===== src/core/esf_pkg.sv =====
// package of constants and types for the encapsulated sentence framer
package esf_pkg;
  // framing characters
  localparam logic [7:0] CH_ENCAP = 8'h21;
  localparam logic [7:0] CH_QUERY = 8'h24;
  localparam logic [7:0] CH_COMMA = 8'h2c;
  localparam logic [7:0] CH_STAR = 8'h2a;
  localparam logic [7:0] CH_CR = 8'h0d;
  localparam logic [7:0] CH_LF = 8'h0a;
  localparam logic [7:0] CH_Q = 8'h51;
  localparam logic [7:0] CH_ZERO = 8'h30;
  localparam logic [7:0] CH_LETTER_A = 8'h41;
  // six-bit armouring offsets
  localparam logic [7:0] ARM_LOW_OFS = 8'h30;
  localparam logic [7:0] ARM_HIGH_OFS = 8'h38;
  localparam logic [5:0] ARM_SPLIT = 6'h28;
  localparam int SIXBIT_W = 6;
  localparam logic [2:0] PAD_MAX = 3'h5;
  // default field widths and sequence id limit
  localparam int SEQ_MAX_DEF = 9;
  localparam int MAX_CHARS_DEF = 64;

  // transmit sequencer states
  typedef enum logic [3:0] {
    ESF_IDLE = 4'h0,
    ESF_START = 4'h1,
    ESF_ADDR = 4'h2,
    ESF_TOTAL = 4'h3,
    ESF_INDEX = 4'h4,
    ESF_SEQ = 4'h5,
    ESF_PAYLOAD = 4'h6,
    ESF_PAD = 4'h7,
    ESF_STAR = 4'h8,
    ESF_HI = 4'h9,
    ESF_LO = 4'ha,
    ESF_CR = 4'hb,
    ESF_LF = 4'hc,
    ESF_QFMT = 4'hd
  } esf_tx_state_t;

  // receive checker states
  typedef enum logic [2:0] {
    ESF_R_HUNT = 3'h0,
    ESF_R_BODY = 3'h1,
    ESF_R_HI = 3'h2,
    ESF_R_LO = 3'h3,
    ESF_R_CR = 3'h4,
    ESF_R_LF = 3'h5
  } esf_rx_state_t;

  // nibble to upper-case hex character
  function automatic logic [7:0] hex_char(input logic [3:0] n);
    if (n < 4'ha) begin
      hex_char = CH_ZERO + {4'h0, n};
    end else begin
      hex_char = CH_LETTER_A + {4'h0, n - 4'ha};
    end
  endfunction

  // hex character to nibble, bit 4 flags an illegal character
  function automatic logic [4:0] hex_val(input logic [7:0] c);
    if (c >= CH_ZERO && c <= 8'h39) begin
      hex_val = {1'b0, c[3:0]};
    end else if (c >= CH_LETTER_A && c <= 8'h46) begin
      hex_val = {1'b0, c[3:0] + 4'h9};
    end else begin
      hex_val = 5'h10;
    end
  endfunction

  // decimal digit character
  function automatic logic [7:0] dec_char(input logic [3:0] d);
    dec_char = CH_ZERO + {4'h0, d};
  endfunction
endpackage


===== src/core/esf_chk_if.sv =====
// interface carrying receive bytes and checker verdicts
`timescale 1ns/10ps
interface esf_chk_if;
  logic rx_valid;
  logic [7:0] rx_data;
  logic good;
  logic bad;
  modport checker_end (input rx_valid, input rx_data, output good,
    output bad);
  modport framer_end (output rx_valid, output rx_data, input good,
    input bad);
endinterface


===== src/core/esf_rx_check.sv =====
// receive sentence checksum checker
`timescale 1ns/10ps
module esf_rx_check (
  // clock and reset
  input wire logic clk_i,
  input wire logic rst_n_i,
  // byte stream and verdicts
  esf_chk_if.checker_end chk
);
  esf_pkg::esf_rx_state_t state_q;
  logic [7:0] sum_q;
  logic [3:0] hi_q;
  logic mism_q;
  logic [4:0] hv;

  assign hv = esf_pkg::hex_val(chk.rx_data);

  // checksum state machine, running xor and verdict pulses
  always_ff @(posedge clk_i or negedge rst_n_i) begin
    if (!rst_n_i) begin
      state_q <= esf_pkg::ESF_R_HUNT;
      sum_q <= 8'h00;
      hi_q <= 4'h0;
      mism_q <= 1'b0;
      chk.good <= 1'b0;
      chk.bad <= 1'b0;
    end else begin
      chk.good <= 1'b0;
      chk.bad <= 1'b0;
      if (chk.rx_valid) begin
        if (chk.rx_data == esf_pkg::CH_ENCAP ||
            chk.rx_data == esf_pkg::CH_QUERY) begin
          state_q <= esf_pkg::ESF_R_BODY;
          sum_q <= 8'h00;
          mism_q <= 1'b0;
        end else begin
          unique case (state_q)
            esf_pkg::ESF_R_HUNT: begin
            end
            esf_pkg::ESF_R_BODY: begin
              if (chk.rx_data == esf_pkg::CH_STAR) begin
                state_q <= esf_pkg::ESF_R_HI;
              end else begin
                sum_q <= sum_q ^ chk.rx_data;
              end
            end
            esf_pkg::ESF_R_HI: begin
              hi_q <= hv[3:0];
              mism_q <= hv[4];
              state_q <= esf_pkg::ESF_R_LO;
            end
            esf_pkg::ESF_R_LO: begin
              mism_q <= mism_q | hv[4] | ({hi_q, hv[3:0]} != sum_q);
              state_q <= esf_pkg::ESF_R_CR;
            end
            esf_pkg::ESF_R_CR: begin
              if (chk.rx_data == esf_pkg::CH_CR) begin
                state_q <= esf_pkg::ESF_R_LF;
              end else begin
                chk.bad <= 1'b1;
                state_q <= esf_pkg::ESF_R_HUNT;
              end
            end
            esf_pkg::ESF_R_LF: begin
              chk.good <= (chk.rx_data == esf_pkg::CH_LF) & ~mism_q;
              chk.bad <= (chk.rx_data != esf_pkg::CH_LF) | mism_q;
              state_q <= esf_pkg::ESF_R_HUNT;
            end
            default: state_q <= esf_pkg::ESF_R_HUNT;
          endcase
        end
      end
    end
  end
endmodule // esf_rx_check


===== src/core/esf_framer.sv =====
// encapsulation and query sentence framer with receive checker
`timescale 1ns/10ps
module esf_framer #(
  parameter int SEQ_MAX = esf_pkg::SEQ_MAX_DEF,
  parameter int MAX_CHARS = esf_pkg::MAX_CHARS_DEF
) (
  // clock and reset
  input wire logic clk_i,
  input wire logic rst_n_i,
  // message request from the application
  input wire logic msg_start_i,
  input wire logic query_i,
  input wire logic [15:0] talker_i,
  input wire logic [23:0] formatter_i,
  input wire logic [15:0] peer_talker_i,
  input wire logic [3:0] sentence_total_count_i,
  input wire logic [3:0] sentence_index_i,
  input wire logic new_message_i,
  input wire logic [7:0] payload_bits_i,
  output logic busy_o,
  output logic done_o,
  output logic [3:0] message_sequence_id_o,
  // payload supply, six bits at a time
  output logic sym_req_o,
  input wire logic [5:0] sym_i,
  // transmit byte stream
  output logic tx_valid_o,
  output logic [7:0] tx_data_o,
  input wire logic tx_ready_i,
  // receive byte stream and verdicts
  input wire logic rx_valid_i,
  input wire logic [7:0] rx_data_i,
  output logic rx_good_o,
  output logic rx_error_o
);
  esf_pkg::esf_tx_state_t state_q;
  logic [2:0] cnt_q;
  logic [7:0] sym_left_q;
  logic [7:0] sum_q;
  logic [2:0] pad_q;
  logic [15:0] talker_q;
  logic [23:0] fmt_q;
  logic [15:0] peer_q;
  logic [3:0] total_q;
  logic [3:0] index_q;
  logic query_q;
  logic new_q;
  logic [7:0] ch;
  logic adv;
  logic last_addr;
  logic [7:0] nsym;
  logic [2:0] rem;
  esf_chk_if chk ();

  // armour a six-bit value into its payload character
  function automatic logic [7:0] armour(input logic [5:0] v);
    if (v < esf_pkg::ARM_SPLIT) begin
      armour = {2'b00, v} + esf_pkg::ARM_LOW_OFS;
    end else begin
      armour = {2'b00, v} + esf_pkg::ARM_HIGH_OFS;
    end
  endfunction

  // payload symbol count and padding from the bit count
  always_comb begin
    rem = 3'(payload_bits_i % esf_pkg::SIXBIT_W);
    nsym = 8'(payload_bits_i / esf_pkg::SIXBIT_W) + {7'h00, rem != 3'h0};
  end

  // output character for the current position
  always_comb begin
    ch = esf_pkg::CH_COMMA;
    last_addr = 1'b0;
    unique case (state_q)
      esf_pkg::ESF_IDLE: ch = 8'h00;
      esf_pkg::ESF_START: begin
        ch = query_q ? esf_pkg::CH_QUERY : esf_pkg::CH_ENCAP;
      end
      esf_pkg::ESF_ADDR: begin
        if (query_q) begin
          last_addr = cnt_q == 3'h4;
          unique case (cnt_q)
            3'h0: ch = talker_q[15:8];
            3'h1: ch = talker_q[7:0];
            3'h2: ch = peer_q[15:8];
            3'h3: ch = peer_q[7:0];
            default: ch = esf_pkg::CH_Q;
          endcase
        end else begin
          last_addr = cnt_q == 3'h4;
          unique case (cnt_q)
            3'h0: ch = talker_q[15:8];
            3'h1: ch = talker_q[7:0];
            3'h2: ch = fmt_q[23:16];
            3'h3: ch = fmt_q[15:8];
            default: ch = fmt_q[7:0];
          endcase
        end
      end
      esf_pkg::ESF_TOTAL: begin
        ch = cnt_q == 3'h0 ? esf_pkg::CH_COMMA :
          esf_pkg::dec_char(total_q);
      end
      esf_pkg::ESF_INDEX: begin
        ch = cnt_q == 3'h0 ? esf_pkg::CH_COMMA :
          esf_pkg::dec_char(index_q);
      end
      esf_pkg::ESF_SEQ: begin
        ch = cnt_q == 3'h0 ? esf_pkg::CH_COMMA :
          esf_pkg::dec_char(message_sequence_id_o);
      end
      esf_pkg::ESF_PAYLOAD: begin
        ch = cnt_q == 3'h0 ? esf_pkg::CH_COMMA : armour(sym_i);
      end
      esf_pkg::ESF_PAD: begin
        ch = cnt_q == 3'h0 ? esf_pkg::CH_COMMA :
          esf_pkg::dec_char({1'b0, pad_q});
      end
      esf_pkg::ESF_QFMT: begin
        unique case (cnt_q)
          3'h0: ch = esf_pkg::CH_COMMA;
          3'h1: ch = fmt_q[23:16];
          3'h2: ch = fmt_q[15:8];
          default: ch = fmt_q[7:0];
        endcase
      end
      esf_pkg::ESF_STAR: ch = esf_pkg::CH_STAR;
      esf_pkg::ESF_HI: ch = esf_pkg::hex_char(sum_q[7:4]);
      esf_pkg::ESF_LO: ch = esf_pkg::hex_char(sum_q[3:0]);
      esf_pkg::ESF_CR: ch = esf_pkg::CH_CR;
      esf_pkg::ESF_LF: ch = esf_pkg::CH_LF;
      default: ch = 8'h00;
    endcase
  end

  // a character moves when the output stage is free or accepted
  assign adv = state_q != esf_pkg::ESF_IDLE && (!tx_valid_o || tx_ready_i);

  // capture request fields at sentence start
  always_ff @(posedge clk_i or negedge rst_n_i) begin
    if (!rst_n_i) begin
      talker_q <= 16'h0000;
      fmt_q <= 24'h000000;
      peer_q <= 16'h0000;
      total_q <= 4'h0;
      index_q <= 4'h0;
      query_q <= 1'b0;
      new_q <= 1'b0;
    end else if (state_q == esf_pkg::ESF_IDLE && msg_start_i) begin
      talker_q <= talker_i;
      fmt_q <= formatter_i;
      peer_q <= peer_talker_i;
      total_q <= sentence_total_count_i;
      index_q <= sentence_index_i;
      query_q <= query_i;
      new_q <= new_message_i & ~query_i;
    end
  end

  // sequence id: bump on each new encapsulated message, wrap past max
  always_ff @(posedge clk_i or negedge rst_n_i) begin
    if (!rst_n_i) begin
      message_sequence_id_o <= 4'h0;
    end else if (state_q == esf_pkg::ESF_START && adv && new_q) begin
      if (message_sequence_id_o >= 4'(SEQ_MAX)) begin
        message_sequence_id_o <= 4'h0;
      end else begin
        message_sequence_id_o <= message_sequence_id_o + 4'h1;
      end
    end
  end

  // sentence sequencer, position counter and running checksum
  always_ff @(posedge clk_i or negedge rst_n_i) begin
    if (!rst_n_i) begin
      state_q <= esf_pkg::ESF_IDLE;
      cnt_q <= 3'h0;
      sym_left_q <= 8'h00;
      pad_q <= 3'h0;
      sum_q <= 8'h00;
    end else if (state_q == esf_pkg::ESF_IDLE) begin
      if (msg_start_i) begin
        state_q <= esf_pkg::ESF_START;
        cnt_q <= 3'h0;
        sum_q <= 8'h00;
        sym_left_q <= nsym;
        pad_q <= rem == 3'h0 ? 3'h0 :
          3'(esf_pkg::SIXBIT_W) - rem;
      end
    end else if (adv) begin
      if (state_q != esf_pkg::ESF_START && state_q < esf_pkg::ESF_STAR ||
          state_q == esf_pkg::ESF_QFMT) begin
        sum_q <= sum_q ^ ch;
      end
      cnt_q <= cnt_q + 3'h1;
      unique case (state_q)
        esf_pkg::ESF_START: begin
          state_q <= esf_pkg::ESF_ADDR;
          cnt_q <= 3'h0;
        end
        esf_pkg::ESF_ADDR: begin
          if (last_addr) begin
            state_q <= query_q ? esf_pkg::ESF_QFMT : esf_pkg::ESF_TOTAL;
            cnt_q <= 3'h0;
          end
        end
        esf_pkg::ESF_TOTAL, esf_pkg::ESF_INDEX, esf_pkg::ESF_SEQ,
        esf_pkg::ESF_PAD: begin
          if (cnt_q == 3'h1) begin
            state_q <= state_q == esf_pkg::ESF_PAD ? esf_pkg::ESF_STAR :
              esf_tx_next(state_q);
            cnt_q <= 3'h0;
          end
        end
        esf_pkg::ESF_PAYLOAD: begin
          cnt_q <= 3'h1;
          if (cnt_q != 3'h0) begin
            sym_left_q <= sym_left_q - 8'h01;
          end
          if (cnt_q != 3'h0 && sym_left_q <= 8'h01 ||
              cnt_q == 3'h0 && sym_left_q == 8'h00) begin
            state_q <= esf_pkg::ESF_PAD;
            cnt_q <= 3'h0;
          end
        end
        esf_pkg::ESF_QFMT: begin
          if (cnt_q == 3'h3) begin
            state_q <= esf_pkg::ESF_STAR;
          end
        end
        esf_pkg::ESF_STAR: state_q <= esf_pkg::ESF_HI;
        esf_pkg::ESF_HI: state_q <= esf_pkg::ESF_LO;
        esf_pkg::ESF_LO: state_q <= esf_pkg::ESF_CR;
        esf_pkg::ESF_CR: state_q <= esf_pkg::ESF_LF;
        esf_pkg::ESF_LF: state_q <= esf_pkg::ESF_IDLE;
        default: state_q <= esf_pkg::ESF_IDLE;
      endcase
    end
  end

  // next field after the current numeric one
  function automatic esf_pkg::esf_tx_state_t esf_tx_next(
    input esf_pkg::esf_tx_state_t s);
    unique case (s)
      esf_pkg::ESF_TOTAL: esf_tx_next = esf_pkg::ESF_INDEX;
      esf_pkg::ESF_INDEX: esf_tx_next = esf_pkg::ESF_SEQ;
      default: esf_tx_next = esf_pkg::ESF_PAYLOAD;
    endcase
  endfunction

  // output register stage for the talker byte stream
  always_ff @(posedge clk_i or negedge rst_n_i) begin
    if (!rst_n_i) begin
      tx_valid_o <= 1'b0;
      tx_data_o <= 8'h00;
      sym_req_o <= 1'b0;
      done_o <= 1'b0;
    end else begin
      sym_req_o <= 1'b0;
      done_o <= 1'b0;
      if (adv) begin
        tx_valid_o <= 1'b1;
        tx_data_o <= ch;
        sym_req_o <= state_q == esf_pkg::ESF_PAYLOAD && cnt_q != 3'h0;
        done_o <= state_q == esf_pkg::ESF_LF;
      end else if (tx_ready_i) begin
        tx_valid_o <= 1'b0;
      end
    end
  end

  // busy flag
  always_ff @(posedge clk_i or negedge rst_n_i) begin
    if (!rst_n_i) begin
      busy_o <= 1'b0;
    end else begin
      busy_o <= state_q != esf_pkg::ESF_IDLE || msg_start_i;
    end
  end

  // receive path: byte stream into the checker for its verdicts
  assign chk.rx_valid = rx_valid_i;
  assign chk.rx_data = rx_data_i;

  esf_rx_check u_rx_check (
    .clk_i(clk_i),
    .rst_n_i(rst_n_i),
    .chk(chk)
  );

  // registered verdicts, the query reply is never waited on
  always_ff @(posedge clk_i or negedge rst_n_i) begin
    if (!rst_n_i) begin
      rx_good_o <= 1'b0;
      rx_error_o <= 1'b0;
    end else begin
      rx_good_o <= chk.good;
      rx_error_o <= chk.bad;
    end
  end
endmodule // esf_framer


===== config.mk =====
export PLATFORM = sky130hd
export DESIGN_NAME = esf_framer
export DESIGN_NICKNAME = d
export VERILOG_FILES = /design/src/core/esf_pkg.sv /design/src/core/esf_chk_if.sv /design/src/core/esf_rx_check.sv /design/src/core/esf_framer.sv
export SDC_FILE = /design/constraint.sdc
export NUM_CORES = 1
export LEC_CHECK = 0
export CAP_MARGIN = 20
export CORE_UTILIZATION = 35
export DETAILED_ROUTE_END_ITERATION = 8
export DONT_BUFFER_PORTS = 1
export GPL_TIMING_DRIVEN = 0
export PLACE_DENSITY_LB_ADDON = 0.05
export SYNTH_ARGS = -nofsm -noshare
export SYNTH_HDL_FRONTEND = slang
export SYNTH_SLANG_ARGS = --single-unit

===== constraint.sdc =====
create_clock -name clk_i -period 4.5 [get_ports clk_i]
set_clock_uncertainty 0.1 [all_clocks]
set_input_delay 0.225 -clock clk_i [delete_from_list [all_inputs] [get_ports clk_i]]
set_output_delay 0.225 -clock clk_i [all_outputs]
set_load 0.02 [all_outputs]

==> reports/results.txt <==
Status: finished clean
Yosys top cell area share: 0.3989
P&R area growth vs syn: 22.53%
DRT Wirelength: 26210 um
Startpoint types: flip-flop
Final hold viol count: 0
CTS Buf Count: 17
Layout cell share with drive strength beyond 1: 0.06341
H-tree depth: 4
Final Hold Slack: 0.02002 ns
Ports: 111
Post-route clock period utilization: 0.7074
Drt first pass iters: 5
WHS Path Cells: 3
Top_reg_cell synth: dfrtp_1
Clock slew at reported path FFs: 0.06 ns
Power Dens Cells: 611.4 nW/um2
Most frequent CP cell: o21ai_0
Mapped cell area: 8029 um2
CTS max path bufs: 2
R2r setup slk: 1.32 ns
First-pass GRT wire length: 41910 um
GR Util All Layers: 0.2298
Setup TNS: 0 ns
Gpl congestion: 0.9331
Root Buffer Master: clkbuf_16
Vias per cell: 5.402
Max-cap violations: 0
Grt total ovfl: 0
Post-route insts no fill: 1391
Max Slew Vio Count: 0
Detailed Route Iter0 Violations: 407
Synth Instances: 994
Fmax: 0.3141 GHz
EDFF count, synth: 0
Worst-margin pin slew: 0.8601 ns
Worst path slowest cell: nor4_2
Nets: 1212
Setup CP Type: flip-flop to flip-flop
Post-synthesis area per instance: 8.077 um2
Postcts setup bufs: 0
Pin count of the biggest net entering global routing: 129
Placed cells: 1279
Pleak: 4.367 nW
Worst setup EP type: flip-flop
CP max stage delay: 0.53 ns
Worst relative slew slack: 0.4266
Synthesis warning total: 0
Final Setup Violations: 0
Synth Register Bits: 128
CTS tree: done
Worst min-delay path class: input pin to flip-flop
Worst-path cell chain: buf_2 -> nor4_2 -> nand2_1 -> clkbuf_1 -> o21ai_0 -> clkbuf_1 -> o21ai_0 -> a32oi_1 -> o21ai_0
Period minus WS final: 3.183 ns
Vias in the first global route: 7461
Core ar.: 22570 um2
Largest fanout on the critical path: 10
Async SR Flop Fraction: 1.000
Initial Util: 0.3557
Die X: 153.5 um
Pwr Total: 0.006015 W
PortBufs: 0
Full die area: 23550 um2
Top cells by area, synth: dfrtp_1 (40%), nand2_1 (12%), ha_1 (4.4%), nor2_1 (3.8%), a21oi_1 (3.2%)
DRC: 0
FP Rows: 55
R2R cell count: 9
Syn Nets: 1115
Worst VDD drop: 223.3 uV
# fillers: 2335
Post-DRT Antenna Nets: 0
Initial antenna violation count: 2
Sequential cell area: 3203 um2
Multi-input gate area: 4434 um2
Worst EP required: 4.69 ns
Chip Height: 153.5 um
Post-synthesis sequential area ratio: 0.3989
Post-synth cell types: 78
RSZ-0062 raised after global routing: false
DR vias: 7514
CP arrival: 3.37 ns
Clock sinks: 128
Dpl hpwl: 19010 um
Clock Latency Late Sink: 0.43 ns
Wire per inst: 18.84 um
Cell taking the most area after synthesis: dfrtp_1
==> power breakdown <==
group | internal (W) | total, W | switching [W]
logic | 0.000931 | 0.00244 | 0.00151
registers | 0.00160 | 0.00202 | 0.000428
clock network | 0.000950 | 0.00155 | 0.000604
==> layer usage <==
metal / vias to the layer above / global-route usage / routed length [um]
li1: 3657 / - / -
met1: 3593 / 0.3166 / 12390
met2: 229 / 0.3568 / 11750
met3: 35 / 0.05756 / 1594
met4: 0 / 0.06238 / 474
met5: - / 0 / 0
==> kinds of logic (layout without fill, tap and decap cells) <==
kind of cell               after synthesis  after routing  share of synthesized area
and+or+nand+nor                        468            468                     0.2612
AOI/OAI and AO/OA                      243            243                     0.2055
DFF                                    128            128                     0.3989
buffers and inverters                   91            201                    0.04878
adders and majority gates               28             28                    0.04363
xor gates and xnor gates                28             28                    0.03148
muxes                                    8              8                    0.01044
other                                    0              2                          0
==> synthesized netlist by cell type (all sizes together), types with 5 or more instances <==
cell    count
nand2     264
dfrtp     128
nor2       83
o21ai      61
a21oi      52
clkbuf     39
inv        32
ha         28
a22oi      21
nand3      21
nor3       21
buf        20
xnor2      18
nand2b     16
a221oi     15
nor2b      15
xor2       10
a211oi      9
a22o        9
a21o        8
a31oi       8
nand3b      7
nand4       7
nor3b       7
o211ai      7
a221o       5
mux2i       5
nor4        5
o22ai       5
==> path summary, 6_finish.rpt <==
path / start / endpoint
max in group asynchronous: rst_n_i / tx_data_o[7]
setup / recovery: state_q[0] / sym_left_q[5]
hold reg to reg: u_rx_check.chk.good / rx_good_o
setup reg to reg: state_q[0] / sym_left_q[5]
hold / removal: rx_data_i[0] / u_rx_check.hi_q[0]
min in group asynchronous: rst_n_i / talker_q[10]
==> area by class of cell <==
type,instances,area share
clock buffer,17,0.04324
buffer,59,0.02760
antenna,2,0.0005087
tap,285,0.03625
sequential,128,0.3256
multi-input combinational,775,0.4507
timing repair buffer,78,0.08114
inverter,32,0.01221
clock inverter,15,0.02276
==> stage by stage <==
step	utilization	worst slack, ns	area, um2
5_1_grt	0.4359	0.9736	9838
3_5_place_dp	0.3715	0.9698	8386
3_3_place_gp	0.3715	0.9744	8386
6_report	0.4359	1.317	9838
4_1_cts	0.4356	1.313	9833
2_1_floorplan	-	1.238	8029
==> critical path, delay by kind of cell, from the launching register on <==
kind                   cells  cell delay [ns]
buffers and inverters      3             1.02
AO/OA/AOI/OAI              4             0.77
AND/OR/NAND/NOR            2             0.70
flip-flops                 1             0.44
==> what timing repair did <==
action,4_1_cts,5_1_grt
gates resized for setup,0,0
endpoints found under the hold margin,212,0
hold buffers,78,0
==> state kept, by name (all words and copies together), names as in the netlist, 3 cells and up <==
signal	count
sum_q	8
message_sequence_id_o	4
total_q	4
pad_q	3
u_rx_check.sum_q	8
talker_q	16
peer_q	16
state_q	4
sym_left_q	8
index_q	4
u_rx_check.hi_q	4
fmt_q	24
tx_data_o	8
u_rx_check.state_q	3
cnt_q	3
==> cells in the final DEF (no fill, tap or decap), types with 5 or more instances in the layout <==
master         Yosys  routed
buf_6              5       5
dfrtp_1          128     128
nand2b_1          16      16
a221oi_1          14      14
nor3b_1            7       7
buf_2              7       7
o211ai_1           7       7
a221o_1            5       5
xnor2_1           17      17
clkbuf_16          0      17
nand3b_1           7       7
a31oi_1            7       7
o21ai_0           52      52
nor3_1            21      21
dlygate4sd3_1      0      77
nand4_1            7       7
nor2b_1           12      12
o21ai_1            9       9
nor2_1            81      81
a211oi_1           8       8
ha_1              28      28
o22ai_1            5       5
a21o_1             8       8
a22o_1             9       9
xor2_1            10      10
buf_1              7       7
nand2_1          263     263
clkbuf_1          39      39
a21oi_1           52      52
nand3_1           21      21
inv_1             32      32
mux2i_1            5       5
a22oi_1           19      19
Note: power is estimated with default switching activity, not from simulation.
